<file path="src/core/adcctl_defs.svh">
// Register offsets, field positions, reset values and timing counts of the converter control
`ifndef ADCCTL_DEFS_SVH
`define ADCCTL_DEFS_SVH
`define ADCCTL_OFS_CTRL1 4'h0
`define ADCCTL_OFS_RESULT 4'h4
`define ADCCTL_OFS_IRQSTAT 4'h8
`define ADCCTL_OFS_IRQMASK 4'hc
`define ADCCTL_BIT_ON 15
`define ADCCTL_BIT_IDLE 13
`define ADCCTL_BIT_DMAORD 12
`define ADCCTL_BIT_RES 10
`define ADCCTL_BIT_FORM 8
`define ADCCTL_BIT_SSRC 5
`define ADCCTL_BIT_SIMULTANEOUS_SAMPLE 3
`define ADCCTL_BIT_AUTO_SAMPLE_START 2
`define ADCCTL_BIT_SAMPLE_ACTIVE 1
`define ADCCTL_BIT_DONE 0
`define ADCCTL_CTRL_WMASK 16'hb7ef
`define ADCCTL_CTRL_RESET 16'h0000
`define ADCCTL_AUTO_CNT 8'h10
`define ADCCTL_CONV_CNT 8'h0e
`define ADCCTL_IRQ_DONE 0
`define ADCCTL_IRQ_TRIG 1
`endif

</file>
<file path="src/core/adcctl_pkg.sv">
// Types shared by the converter control block
package adcctl_pkg;
  typedef struct packed {
    logic conOn;
    logic idleStop;
    logic dmaOrder;
    logic resSel;
    logic [1:0] outFormat;
    logic [2:0] trigSel;
    logic simSample;
    logic autoSample;
  } adcctl_cfg_t;
  typedef struct packed {
    logic gpTimerA;
    logic gpTimerB;
    logic motorPwmFirst;
    logic motorPwmSecond;
  } adcctl_trig_t;
  typedef struct packed {
    logic valid;
    logic [15:0] data;
    logic [5:0] addr;
  } adcctl_result_t;
  typedef enum logic [1:0] {ST_OFF, ST_IDLE, ST_SAMPLE, ST_CONVERT} adcctl_state_t;
endpackage

</file>
<file path="src/core/adcctl_format.sv">
// Result formatter: justification and sign fill for both resolutions
`timescale 1ns/100ps
module adcctl_format
(
  input wire logic [11:0] raw,
  input wire logic resSel,
  input wire logic [1:0] outFormat,
  output logic [15:0] dout
);
  import adcctl_pkg::*;
  always_comb
  begin
    dout = 16'h0000;
    if (!resSel)
    begin
      case (outFormat)
        2'h0: dout = {6'h00, raw[9:0]};
        2'h1: dout = {{6{~raw[9]}}, raw[9:0]};
        2'h2: dout = {raw[9:0], 6'h00};
        default: dout = {~raw[9], raw[8:0], 6'h00};
      endcase
    end
    else
    begin
      case (outFormat)
        2'h0: dout = {4'h0, raw};
        2'h1: dout = {{4{~raw[11]}}, raw};
        2'h2: dout = {raw, 4'h0};
        default: dout = {~raw[11], raw[10:0], 4'h0};
      endcase
    end
  end
endmodule

</file>
<file path="src/core/adcctl_top.sv">
// Converter primary control register, trigger selection and sequencing
//
// The Avalon-MM slave port and the address map were left to the implementer.
`timescale 1ns/100ps
`include "adcctl_defs.svh"
module adcctl_top
#(
  parameter int BUF_SIZE_LOG2 = 2
)
(
  input wire logic mclk,
  input wire logic rst,
  input wire logic [3:0] avsAddress,
  input wire logic avsRead,
  input wire logic avsWrite,
  input wire logic [31:0] avsWriteData,
  input wire logic [3:0] avsByteEnable,
  output logic [31:0] avsReadData,
  output logic avsWaitRequest,
  input wire logic idleMode,
  input wire logic extIrqZeroPin,
  input wire adcctl_pkg::adcctl_trig_t trigIn,
  input wire logic [11:0] sampleRaw,
  output logic [1:0] chanSel,
  output logic analogOn,
  output adcctl_pkg::adcctl_result_t dmaOut,
  output logic irq
);
  import adcctl_pkg::*;

  // ----------------------------------------
  // State
  // ----------------------------------------
  adcctl_cfg_t cfg_r, cfg_nxt;
  logic sample_active_r, sample_active_nxt;
  logic done_r, done_nxt;
  adcctl_state_t state_r, state_nxt;
  logic [7:0] cnt_r, cnt_nxt;
  logic [1:0] chan_r, chan_nxt;
  logic [15:0] result_r, result_nxt;
  logic [1:0] stat_r, stat_nxt;
  logic [1:0] mask_r, mask_nxt;
  logic [31:0] rdata_r, rdata_nxt;
  logic wait_r, wait_nxt;
  logic irq_r, irq_nxt;
  logic on_r, on_nxt;
  logic [1:0] chanOut_r, chanOut_nxt;
  adcctl_result_t dma_r, dma_nxt;
  logic [4:0] seq_r, seq_nxt;
  logic [2:0] pinSync_r;
  logic pinState_r, pinState_nxt;
  logic [15:0] fmtData;
  logic [15:0] ctrlRead;
  logic seen, access, wrCtrl, rdStat, running, trigHit, pinEdge;
  adcctl_format u_format (
    .raw(sampleRaw),
    .resSel(cfg_r.resSel),
    .outFormat(cfg_r.outFormat),
    .dout(fmtData)
  );
  // ----------------------------------------
  // Helpers
  // ----------------------------------------
  function automatic logic [15:0] merge16(input logic [15:0] old, input logic [31:0] wd,
                                          input logic [3:0] be);
    merge16 = {be[1] ? wd[15:8] : old[15:8], be[0] ? wd[7:0] : old[7:0]};
  endfunction
  function automatic logic [15:0] packCtrl(input adcctl_cfg_t c, input logic s,
                                           input logic d);
    packCtrl = 16'h0000;
    packCtrl[`ADCCTL_BIT_ON] = c.conOn;
    packCtrl[`ADCCTL_BIT_IDLE] = c.idleStop;
    packCtrl[`ADCCTL_BIT_DMAORD] = c.dmaOrder;
    packCtrl[`ADCCTL_BIT_RES] = c.resSel;
    packCtrl[`ADCCTL_BIT_FORM +: 2] = c.outFormat;
    packCtrl[`ADCCTL_BIT_SSRC +: 3] = c.trigSel;
    packCtrl[`ADCCTL_BIT_SIMULTANEOUS_SAMPLE] = c.simSample;
    packCtrl[`ADCCTL_BIT_AUTO_SAMPLE_START] = c.autoSample;
    packCtrl[`ADCCTL_BIT_SAMPLE_ACTIVE] = s;
    packCtrl[`ADCCTL_BIT_DONE] = d;
  endfunction

  // ----------------------------------------
  // External interrupt pin synchroniser
  // ----------------------------------------
  always_ff @(posedge mclk or posedge rst)
  begin
    if (rst)
      pinSync_r <= 3'h0;
    else
      pinSync_r <= {pinSync_r[1:0], extIrqZeroPin};
  end
  always_comb
  begin
    pinState_nxt = pinState_r;
    if (pinSync_r[1] == pinSync_r[2])
      pinState_nxt = pinSync_r[2];
  end
  always_ff @(posedge mclk or posedge rst)
  begin
    if (rst)
      pinState_r <= 1'b0;
    else
      pinState_r <= pinState_nxt;
  end
  // Rising edge is taken as the active transition
  assign pinEdge = pinState_nxt & ~pinState_r;
  // ----------------------------------------
  // Bus slave: one wait cycle on every access
  // ----------------------------------------
  // Read data is fetched when a request is seen; the access commits one edge later
  assign seen = (avsRead | avsWrite) & wait_r;
  assign access = (avsRead | avsWrite) & ~wait_r;
  assign wrCtrl = access & avsWrite & (avsAddress == `ADCCTL_OFS_CTRL1);
  assign rdStat = access & avsRead & (avsAddress == `ADCCTL_OFS_IRQSTAT);
  assign ctrlRead = packCtrl(cfg_r, sample_active_r, done_r);
  always_comb
  begin
    wait_nxt = ~seen;
    rdata_nxt = rdata_r;
    if (seen && avsRead)
    begin
      case (avsAddress)
        `ADCCTL_OFS_CTRL1: rdata_nxt = {16'h0000, ctrlRead};
        `ADCCTL_OFS_RESULT: rdata_nxt = {16'h0000, result_r};
        `ADCCTL_OFS_IRQSTAT: rdata_nxt = {30'h0, stat_nxt};
        `ADCCTL_OFS_IRQMASK: rdata_nxt = {30'h0, mask_r};
        default: rdata_nxt = 32'h0000_0000;
      endcase
    end
  end
  // ----------------------------------------
  // Control register and sequencer
  // ----------------------------------------
  assign running = cfg_r.conOn & ~(cfg_r.idleStop & idleMode);
  always_comb
  begin
    logic [15:0] w;
    w = 16'h0000;
    trigHit = 1'b0;
    case (cfg_r.trigSel)
      3'h7: trigHit = (cnt_r == 8'h00);
      3'h5: trigHit = trigIn.motorPwmSecond;
      3'h3: trigHit = trigIn.motorPwmFirst;
      3'h4: trigHit = trigIn.gpTimerB;
      3'h2: trigHit = trigIn.gpTimerA;
      3'h1: trigHit = pinEdge;
      3'h0: trigHit = wrCtrl && avsByteEnable[0] && !avsWriteData[`ADCCTL_BIT_SAMPLE_ACTIVE];
      default: trigHit = 1'b0;
    endcase
    cfg_nxt = cfg_r;
    sample_active_nxt = sample_active_r;
    done_nxt = done_r;
    if (wrCtrl)
    begin
      w = merge16(ctrlRead, avsWriteData, avsByteEnable) & `ADCCTL_CTRL_WMASK;
      cfg_nxt.conOn = w[`ADCCTL_BIT_ON];
      cfg_nxt.idleStop = w[`ADCCTL_BIT_IDLE];
      cfg_nxt.dmaOrder = w[`ADCCTL_BIT_DMAORD];
      cfg_nxt.resSel = w[`ADCCTL_BIT_RES];
      cfg_nxt.outFormat = w[`ADCCTL_BIT_FORM +: 2];
      cfg_nxt.trigSel = w[`ADCCTL_BIT_SSRC +: 3];
      cfg_nxt.simSample = w[`ADCCTL_BIT_SIMULTANEOUS_SAMPLE];
      cfg_nxt.autoSample = w[`ADCCTL_BIT_AUTO_SAMPLE_START];
      sample_active_nxt = w[`ADCCTL_BIT_SAMPLE_ACTIVE];
      if (!w[`ADCCTL_BIT_DONE])
        done_nxt = 1'b0;
    end
    state_nxt = state_r;
    cnt_nxt = cnt_r;
    chan_nxt = chan_r;
    result_nxt = result_r;
    dma_nxt = dma_r;
    dma_nxt.valid = 1'b0;
    seq_nxt = seq_r;
    if (!running)
    begin
      state_nxt = cfg_r.conOn ? state_r : ST_OFF;
      if (!cfg_r.conOn)
        sample_active_nxt = 1'b0;
    end
    else
    begin
      case (state_r)
        ST_OFF:
        begin
          state_nxt = ST_IDLE;
          chan_nxt = 2'h0;
        end
        ST_IDLE:
        begin
          if (cfg_r.autoSample || sample_active_nxt)
          begin
            state_nxt = ST_SAMPLE;
            sample_active_nxt = 1'b1;
            cnt_nxt = `ADCCTL_AUTO_CNT;
          end
        end
        ST_SAMPLE:
        begin
          if (cnt_r != 8'h00)
            cnt_nxt = cnt_r - 8'h01;
          if (trigHit)
          begin
            state_nxt = ST_CONVERT;
            sample_active_nxt = 1'b0;
            cnt_nxt = `ADCCTL_CONV_CNT;
          end
        end
        ST_CONVERT:
        begin
          if (cnt_r != 8'h00)
            cnt_nxt = cnt_r - 8'h01;
          else
          begin
            result_nxt = fmtData;
            done_nxt = 1'b1;
            dma_nxt.valid = 1'b1;
            dma_nxt.data = fmtData;
            if (cfg_r.dmaOrder)
              dma_nxt.addr = 6'h00;
            else
              dma_nxt.addr = 6'((6'(chan_r) << BUF_SIZE_LOG2)
                                | (6'(seq_r) & ((6'h01 << BUF_SIZE_LOG2) - 6'h01)));
            // Twelve-bit mode converts one channel, ten-bit mode walks four
            chan_nxt = cfg_r.resSel ? 2'h0 : chan_r + 2'h1;
            if (cfg_r.resSel || chan_r == 2'h3)
              seq_nxt = seq_r + 5'h01;
            state_nxt = ST_IDLE;
          end
        end
        default: state_nxt = ST_OFF;
      endcase
    end
  end
  // ----------------------------------------
  // Interrupt status and mask
  // ----------------------------------------
  always_comb
  begin
    stat_nxt = rdStat ? 2'h0 : stat_r;
    // Set wins over the clear of a status read
    if (dma_nxt.valid)
      stat_nxt[`ADCCTL_IRQ_DONE] = 1'b1;
    if (state_r == ST_SAMPLE && trigHit && running)
      stat_nxt[`ADCCTL_IRQ_TRIG] = 1'b1;
    mask_nxt = mask_r;
    if (access && avsWrite && avsAddress == `ADCCTL_OFS_IRQMASK && avsByteEnable[0])
      mask_nxt = avsWriteData[1:0];
    irq_nxt = |(stat_nxt & mask_nxt);
    on_nxt = running;
    chanOut_nxt = chan_nxt;
  end
  always_ff @(posedge mclk or posedge rst)
  begin
    if (rst)
    begin
      cfg_r <= '0;
      sample_active_r <= 1'b0;
      done_r <= 1'b0;
      state_r <= ST_OFF;
      cnt_r <= 8'h00;
      chan_r <= 2'h0;
      result_r <= 16'h0000;
      stat_r <= 2'h0;
      mask_r <= 2'h0;
      rdata_r <= 32'h0000_0000;
      wait_r <= 1'b1;
      irq_r <= 1'b0;
      on_r <= 1'b0;
      chanOut_r <= 2'h0;
      dma_r <= '0;
      seq_r <= 5'h00;
    end
    else
    begin
      cfg_r <= cfg_nxt;
      sample_active_r <= sample_active_nxt;
      done_r <= done_nxt;
      state_r <= state_nxt;
      cnt_r <= cnt_nxt;
      chan_r <= chan_nxt;
      result_r <= result_nxt;
      stat_r <= stat_nxt;
      mask_r <= mask_nxt;
      rdata_r <= rdata_nxt;
      wait_r <= wait_nxt;
      irq_r <= irq_nxt;
      on_r <= on_nxt;
      chanOut_r <= chanOut_nxt;
      dma_r <= dma_nxt;
      seq_r <= seq_nxt;
    end
  end
  assign avsReadData = rdata_r;
  assign avsWaitRequest = wait_r;
  assign irq = irq_r;
  assign analogOn = on_r;
  assign chanSel = chanOut_r;
  assign dmaOut = dma_r;
endmodule

</file>
<file path="config.mk">
export PLATFORM = sky130hd
export DESIGN_NAME = adcctl_top
export DESIGN_NICKNAME = d
export VERILOG_FILES = /design/src/core/adcctl_pkg.sv /design/src/core/adcctl_format.sv /design/src/core/adcctl_top.sv
export VERILOG_INCLUDE_DIRS = /design/src /design/src/core
export SDC_FILE = /design/constraint.sdc
export NUM_CORES = 1
export LEC_CHECK = 0
export ABC_AREA = 1
export BUFFER_PORTS_ARGS = -buffer_cell sky130_fd_sc_hd__buf_2
export CAP_MARGIN = 20
export CORE_MARGIN = 2
export CORE_UTILIZATION = 55
export CTS_CLUSTER_SIZE = 8
export DETAILED_ROUTE_END_ITERATION = 8
export PLACE_DENSITY = 0.83
export SLEW_MARGIN = 10
export SYNTH_ARGS = -nofsm -noshare
export SYNTH_HDL_FRONTEND = slang
export SYNTH_SLANG_ARGS = --single-unit
</file>
<file path="constraint.sdc">
create_clock -name mclk -period 6.5 [get_ports mclk]
set_clock_uncertainty 0.2 [all_clocks]
set_input_delay 1.3 -clock mclk [delete_from_list [all_inputs] [get_ports mclk]]
set_output_delay 1.3 -clock mclk [all_outputs]
set_load 0.01 [all_outputs]
</file>
Yosys cells after proc, flatten, opt, wreduce, memory -nomap -nowiden. Index checks and enable logic that the tools add are counted.

Reductions and logical operators: 27. Bitwise operators: 19. $add $sub $neg: 3. Mux-type cells: 39. Equal/unequal tests: 22.

Operators by type and width (count): 16-bit one-hot mux with 3 select lines (2); 23-bit 2-to-1 mux (3); 16-bit one-hot mux with 4 select lines (1); 8-bit 2-to-1 mux (3); 8-bit one-hot mux with 3 select lines (1); 2-bit 2-to-1 mux (10); 16-bit 2-to-1 mux (1); 1-bit 2-to-1 mux (13); 1-bit AND (9); 3-bit equality test, second input constant (3); 3-bit inequality test, second input constant (3); 3-bit AND reduction (3); 2-bit equality test, second input constant (4); 4-bit equality test, second input constant (2); 1-bit logical AND (8); 8-bit zero test (1); 2-bit one-hot mux with 4 select lines (1); 4-bit AND reduction (2); 8-bit nonzero test (1); 8-bit by 1-bit subtractor with 8-bit output, second input constant (1); 1-bit NOT (7); 1-bit one-hot mux with 7 select lines (1); 3-bit by 2-bit equality test with 1-bit output, second input constant (2); 5-bit by 1-bit adder with 5-bit output, second input constant (1); 22 further kinds (27).

Output and inout bits: 60. Bits in registers: 96. Logic and storage cells: 135.

Depth between registers and ports, before layout. Gate-level depths: netlist (run 1).

Depth after elaboration: 12. Mapped depth: 14. Mapped depth without buffers: 14.

Cells and area by module. A second synthesis (run 1) with hierarchy kept.

Cells, all modules: 493. Area total of the unflattened synthesis: 3963.8 sq um.

Modules (own cells, without submodules): adcctl_top (instances 1, cells an instance 418, area an instance 3628.5 sq um); adcctl_format (instances 1, cells an instance 75, area an instance 335.3 sq um).

Worst setup path after synthesis (run 1). OpenSTA, ideal clock, no wires.

Path type: input-to-reg. Start: in avsAddress[3]. End: reg cnt_r[7]. Cell stages on the path: 11. Slack: 3847 ps. Data arrival time: 2329 ps. Path buffers: 1. Cell sequence: nor2_2 nand2_2 nor2_4 nand2_2 o21ai_2 nand3_2 nand2_2 inv_2 buf_6 nand2_1 o22ai_2.

Word-level cells in the longest chain between the ends: 7. Elaborated cells between the ends (all ways): 11.

Ends and longest elaborated chain: from (decl) (line adcctl_top.sv:13) `input wire logic [3:0] avsAddress,`; 4-bit zero test (*); 1-bit AND (*) (line adcctl_top.sv:114) `` assign wrCtrl = access & avsWrite & (avsAddress == `ADCCTL_OFS_CTRL1); ``; 1-bit logical AND (2 in a row) (line adcctl_top.sv:148) `` 3'h0: trigHit = wrCtrl && avsByteEnable[0] && !avsWriteData[`ADCCTL_BIT_SAMPLE_ACTIVE]; ``; 1-bit one-hot mux with 7 select lines (line adcctl_top.sv:141) `case (cfg_r.trigSel)`; 8-bit 2-to-1 mux (line adcctl_top.sv:203) `if (trigHit)`; 8-bit one-hot mux with 3 select lines (line adcctl_top.sv:184) `case (state_r)`; to (signal assigned) (line adcctl_top.sv:281) `cnt_r <= cnt_nxt;`; to (decl) (line adcctl_top.sv:38) `logic [7:0] cnt_r, cnt_nxt;`.

Every way passes the cells marked *; elsewhere a longest branch is shown, timed or not. A chain may end at the register's enable or synchronous reset.

Worst setup path in the final report (run 1).
Start: in avsAddress[3]. End: reg cnt_r[5].

The elaborated chain is that of the path after synthesis.

==> results.md, run 1 <==
- Status: finished clean
- Tot GR Track Use: 0.2603
- Total Neg Setup Slack: 0 ps
- Final Power: 1750 uW
- Post-cts sizing count: 0
- Synth warn: 0
- Setup crit start kind: input pin
- CTS H-tree depth: 3
- Pre-antenna DRT Iters: 5
- Aggregate global routing overflow: 0
- CTS tree: built
- Vias in the first global route: 3,411
- HPWL after DPL: 7.009 mm
- Clk root buf: clkbuf_8
- Hold Crit Start: pinSync_r[0]$_DFF_PP0_
- Num CTS Buffers: 9
- Die Ht: 88.63 um
- Layout cells sized above 1: 0.2207
- Achievable Freq: 0.3315 GHz
- Commonest non-fill, non-tap cell in the layout: nand2_1
- Worst min-delay path class: flip-flop to flip-flop
- CTS Hold Bufs: 0
- Initial drt markers: 303
- WL final: 9.663 mm
- Avg Cell Area, Syn: 7.957 um^2
- Synth area leader: dfrtp_1
- WS Path Type: input pin to flip-flop
- Io pins: 122
- CP peak stage delay: 240 ps
- Count of different cell masters after synthesis: 39
- Setup repair bufs after CTS: 0
- DRC Markers: 0
- Register area: 1878 um^2
- Max VDD drop: 168.5 uV
- Clock input transition at the sequential cells of the worst setup and hold paths: 80 ps
- Final GP Congestion: 0.9069
- Wire per inst: 14.29 um
- R2r endpoint: dmaOut[7]$_DFFE_PP0P_
- # fillers: 590
- Clock tree buffer depth: 2
- Top cell type's share of synthesized area: 0.4701
- Port Buffers: 82
- Rel. slew slack: 0.3772
- Slowest-stage cell, CP: nand2_2
- Crit-path cells: buf_2, nor2_2, nand2_2, nor2_4, nand2_2, o21ai_2, nand3_2, nand2_2, inv_2, o21ai_0, o21ai_2
- Worst-Skew Late Latency: 350 ps
- Leak Pwr: 0.002473 uW
- CP Launch Point: avsAddress[3]
- Crit end category: flip-flop
- Largest net degree at the start of global routing: 76
- R2R cell count: 11
- Post-Synthesis Cells: 495
- Final Critical Period: 3017 ps
- Placed cells: 660
- Die Area: 7854 um^2
- Synthesized cell area: 3939 um^2
- CP Data Required Time: 6530 ps
- CP Data Arrival Time: 3050 ps
- RSZ-0062 raised after global routing: false
- Top cells by area, synth: dfrtp_1 (47%), nand2_1 (13%), o21ai_0 (5.3%)
- Sequential-to-total area share from yosys stat: 0.4768
- CP Max Fanout: 12
- Nets: 643
- R2R setup slack: 3670 ps
- Die W: 88.63 um
- CTS Sinks: 75
- CP most frequent cell: nand2_2
- Initial antenna violation count: 0
- DR vias/cell: 5.312
- Core area: 6869 um^2
- Initial core utilization: 0.5734
- Final Non-Filler Cells: 676
- PD cells: 380.8 nW/um^2
- Seq cells post-synth: 75
- Buf/Inv on CP: 2
- # setup viols final: 0
- ANT nets after route: 0
- # diodes: 0
- Most frequent cells in the layout: nand2_1 (140), buf_2 (82), dfrtp_1 (74)
- Max_cap viols: 0
- Worst Hold Depth: 0
- Multi-input gate area in the final layout: 1718 um^2
- Tcrit/Tclk final: 0.4641
- Top_reg_cell synth: dfrtp_1
- Synth-to-layout area growth: 16.65%
- First-pass GRT wire length: 15.73 mm
- Fraction of registers with async set/reset: 1.000
- FP Rows: 30
- Reg2reg start: cnt_r[0]$_DFFE_PP0P_
- Worst Hold Endpoint: pinSync_r[1]$_DFF_PP0_
- Number of synthesized flops with an enable pin: 0
- Worst slew pin tran: 934.2 ps
- Vias after detailed routing: 3,591
- Slew Viols, Final: 0
- CP top delay family: simple AND/OR/NAND/NOR gates
- Final Hold Fails: 0
stage by stage:
step / instance area, um^2 / setup slack [ps] / utilization / hold slack [ps]
6_report: 4594 / 3483 / 0.6689 / 159.0
5_1_grt: 4594 / 3330 / 0.6689 / 177.7
4_1_cts: 4594 / 3519 / 0.6689 / 165.7
3_5_place_dp: 4348 / 3158 / 0.6330 / 137.2
3_3_place_gp: 4348 / 3219 / 0.6330 / 147.0
2_1_floorplan: 4003 / 3092 / - / 131.2
final cells by class:
type | instances | share of cell area
flip-flops and latches | 75 | 0.4088
multi-input cells | 350 | 0.3739
repair buffers | 84 | 0.09259
inverters | 55 | 0.04493
clock buffers | 9 | 0.02696
clock inverters | 7 | 0.02669
well taps | 96 | 0.02614
worst max-delay path by stage:
stage | end | depth (start not counted)
final | cnt_r[5]$_DFFE_PP0P_ | 11
after global routing | avsReadData[11]$_DFFE_PP0P_ | 7
after CTS | cnt_r[5]$_DFFE_PP0P_ | 11
after detailed placement | cnt_r[5]$_DFFE_PP0P_ | 11
after global placement | cnt_r[5]$_DFFE_PP0P_ | 11
after floorplan | analogOn$_DFF_PP0_ | 1
layer usage:
| metal | share of wire | up-vias | track usage |
|---|---|---|---|
| li1 | - | 1719 | - |
| met1 | 0.42 | 1706 | 0.3566 |
| met2 | 0.50 | 149 | 0.4213 |
| met3 | 0.062 | 17 | 0.04384 |
| met4 | 0.016 | 0 | 0.08953 |
| met5 | 0 | - | 0 |
power by group:
group          internal, uW  switching [uW]  total, uW
clock network           258             186        444
registers               584            84.1        668
logic                   224             414        638
total                  1070             684       1750
state kept, by name, summed over array words and instances (netlist names):
signal	count
pinSync_r	3
sample_active_r	1
cfg_r	11
seq_r	2
state_r	2
dmaOut	21
mask_r	2
pinState_r	1
irq	1
cnt_r	8
analogOn	1
stat_r	2
chanSel	2
avsWaitRequest	1
done_r	1
avsReadData	16
synthesized netlist by cell type (all sizes together), types with 2 or more instances:
master,instances
nand2,143
mux2,3
xnor2,2
inv,55
ha,6
nor2,39
nand3b,2
buf,21
o31ai,2
a21oi,22
clkbuf,11
xor2,4
nor3,8
nand3,34
o22ai,8
o21ai,48
dfrtp,74
nand4,3
kinds of logic (layout without fill, tap and decap cells):
kind of cell | count (synthesis) | in the layout | share of synthesized area
AO/OA/AOI/OAI | 86 | 86 | 0.1242
XOR/XNOR | 6 | 6 | 0.01334
adder cells (fa/ha/maj) | 7 | 7 | 0.02160
buffers and inverters | 87 | 155 | 0.1032
flip-flops | 75 | 75 | 0.4768
multiplexers | 3 | 3 | 0.008576
other | 1 | 18 | 0.0009521
AND/OR/NAND/NOR | 230 | 230 | 0.2513
Power figures use the tool's default switching activity.
==> inputs of run 2 (changes only) <==
- CORE_UTILIZATION: 55 -> 47
- PLACE_DENSITY: 0.83 -> 0.75
- clock period: 6.5 -> 2.4 ns (I/O delays scaled with it)
==> results.md, run 2 (same netlist as run 1, synthesis figures left out) <==
- Status: finished clean
- RSZ-0062 raised after global routing: false
- Initial antenna violation count: 0 (unchanged)
- CTS H-tree depth: 3 (unchanged)
- Initial drt markers: 204 (-33%)
- # setup viols final: 0 (unchanged)
- Layout cells sized above 1: 0.2360 (+0.01530)
- Die W: 95.55 um (+7.8%)
- Clock tree buffer depth: 2 (unchanged)
- First-pass GRT wire length: 15.79 mm (+0.35%)
- Port Buffers: 82 (unchanged)
- Sw Ratio: 0.3906 (about the same)
- # diodes: 0 (unchanged)
- Synth-to-layout area growth: 18.90%
- CTS Sinks: 75 (unchanged)
- Rel. slew slack: 0.6390 (+0.2619)
- R2r endpoint: avsReadData[1]$_DFFE_PP0P_
- Nets: 652 (+1.4%)
- CTS tree: built
- Clock Power Share: 0.232 (-0.021)
- Clock input transition at the sequential cells of the worst setup and hold paths: 80 ps (about the same)
- CP Data Arrival Time: 2260 ps (-790 ps)
- Worst slew pin tran: 540.3 ps (-393.9 ps)
- ANT nets after route: 0 (unchanged)
- Placed cells: 677 (+2.6%)
- Seq pwr share: 0.390 (+0.008)
- Achievable Freq: 0.4590 GHz
- Initial core utilization: 0.4818 (-0.09162)
- Final GP Congestion: 0.9132 (+0.69%)
- DRC Markers: 0 (unchanged)
- R2R cell count: 15 (+4)
- Tot GR Track Use: 0.2247 (-0.03559)
- Tcrit/Tclk final: 0.9077
- Worst Hold Endpoint: pinSync_r[0]$_DFF_PP0_
- Reg2reg start: cnt_r[0]$_DFFE_PP0P_
- Comb power frac: 0.379 (+0.014)
- Pre-antenna DRT Iters: 5 (unchanged)
- Wire per inst: 13.81 um (-3.4%)
- DR vias/cell: 5.197 (-2.2%)
- R2R setup slack: 220 ps (-3450 ps)
- Final Critical Period: 2179 ps
- Worst min-delay path class: input pin to flip-flop
- Worst Hold Depth: 1 (+1)
- Crit end category: flip-flop
- Clk root buf: clkbuf_8
- Worst-Skew Late Latency: 350 ps (about the same)
- Max VDD drop: 410.0 uV (+140%)
- Most frequent cells in the layout: nand2_1 (139), buf_2 (82), dfrtp_1 (74)
- Core area: 8175 um^2 (+19%)
- Total Neg Setup Slack: 0 ps (unchanged)
- Vias after detailed routing: 3,607 (+0.45%)
- Die Area: 9129 um^2 (+16%)
- Commonest non-fill, non-tap cell in the layout: nand2_1
- Psw: 1817 uW (+170%)
- Num CTS Buffers: 9 (unchanged)
- Io pins: 122 (unchanged)
- HPWL after DPL: 7.046 mm (+0.53%)
- Leak Pwr: 0.002503 uW (+1.2%)
- Max_cap viols: 0 (unchanged)
- PD cells: 993.4 nW/um^2 (+160%)
- Max reg flops: 21 (unchanged)
- Aggregate global routing overflow: 0 (unchanged)
- Final Non-Filler Cells: 694 (+2.7%)
- FP Rows: 33 (+10%)
- CP Data Required Time: 2480 ps (-4050 ps)
- CP Max Fanout: 7 (-5)
- WS Path Type: flip-flop to flip-flop
- Vias in the first global route: 3,381 (-0.88%)
- Core Util, Final: 0.5729 (-0.09600)
- Hold Crit Start: extIrqZeroPin
- Final Power: 4652 uW (+170%)
- Largest net degree at the start of global routing: 54 (-29%)
- Final Hold Fails: 0 (unchanged)
- Die Ht: 95.55 um (+7.8%)
- Hold Slack: 36.15 ps (-122.8 ps)
- Slew Viols, Final: 0 (unchanged)
- Pint: 2835 uW (+170%)
- Setup repair bufs after CTS: 0 (unchanged)
- WL final: 9.586 mm (-0.80%)
- Setup crit start kind: flip-flop
## run 2: changes by cell type in the layout (fill, tap and decap cells not counted), sizes merged
cell	previous run	this run
inv	57	54
dlygate4sd3	0	1
clkbuf	9	12
clkinvlp	2	3
bufinv	3	2
buf	84	92
## run 2: repair_timing
action / CTS / global route
endpoints found under the setup margin: 0 / 14
hold buffers: 1 / 0
resized for setup: 0 / 6
endpoints found under the hold margin: 21 / 0
## run 2: per-stage QoR
step	instance area (um^2)	setup WS, ps
3_3_place_gp	4436	165.4
6_report	4683	221.5
4_1_cts	4666	117.0
5_1_grt	4683	19.98
3_5_place_dp	4436	132.9
2_1_floorplan	4006	461.3
## run 2: final cells by class
cell class | count | area (um^2)
inverter | 55 | 210.2
multi-input combinational | 350 | 1735
clock inverter | 4 | 75.07
tap | 105 | 131.4
fill | 763 | 3492
clock buffer | 12 | 145.1
timing repair buffer | 93 | 508.0
sequential | 75 | 1878
## run 2: power by group through the flow
| stage | Combinational [uW] | Sequential (uW) | Clock, uW |
|---|---|---|---|
| floorplan | 1200 | 1850 | 0 |
| global placement | 1680 | 1820 | 0 |
| detailed placement | 1720 | 1830 | 0 |
| CTS | 1730 | 1810 | 1100 |
| global route | 2010 | 1850 | 1170 |
| finish | 1760 | 1810 | 1080 |
## run 2: worst max path at each step
stage	from	to	slack (ps)	depth (start not counted)
after floorplan	cnt_r[0]$_DFFE_PP0P_	dmaOut[13]$_DFFE_PP0P_	460	10
after global placement	avsAddress[3]	cnt_r[5]$_DFFE_PP0P_	170	11
after detailed placement	cnt_r[0]$_DFFE_PP0P_	state_r[1]$_DFFE_PP0P_	130	15
after CTS	cnt_r[0]$_DFFE_PP0P_	state_r[1]$_DFFE_PP0P_	120	15
after global routing	cnt_r[0]$_DFFE_PP0P_	state_r[1]$_DFFE_PP0P_	20	15
final	cnt_r[0]$_DFFE_PP0P_	avsReadData[1]$_DFFE_PP0P_	220	15
## run 2: per-layer routing
layer	wire, um	global-route usage	vias up
li1	-	-	1737
met1	4246	0.3039	1734
met2	4648	0.3671	123
met3	551	0.03478	13
met4	140	0.07857	0
met5	0	0	-
## run 2: critical path, cell delays in order, from the launching register on
cell and delay (ps):
dfrtp_1 380, inv_2 100, ha_2 200, nand2_1 80, nor2_2 120, nand2_2 90
nor2_4 90, buf_4 150, nand2_1 90, nand3_4 140, nand3_1 100, nand2_1 120
nand2_1 70, nand2_1 70, nand2_1 50, nand2_1 70
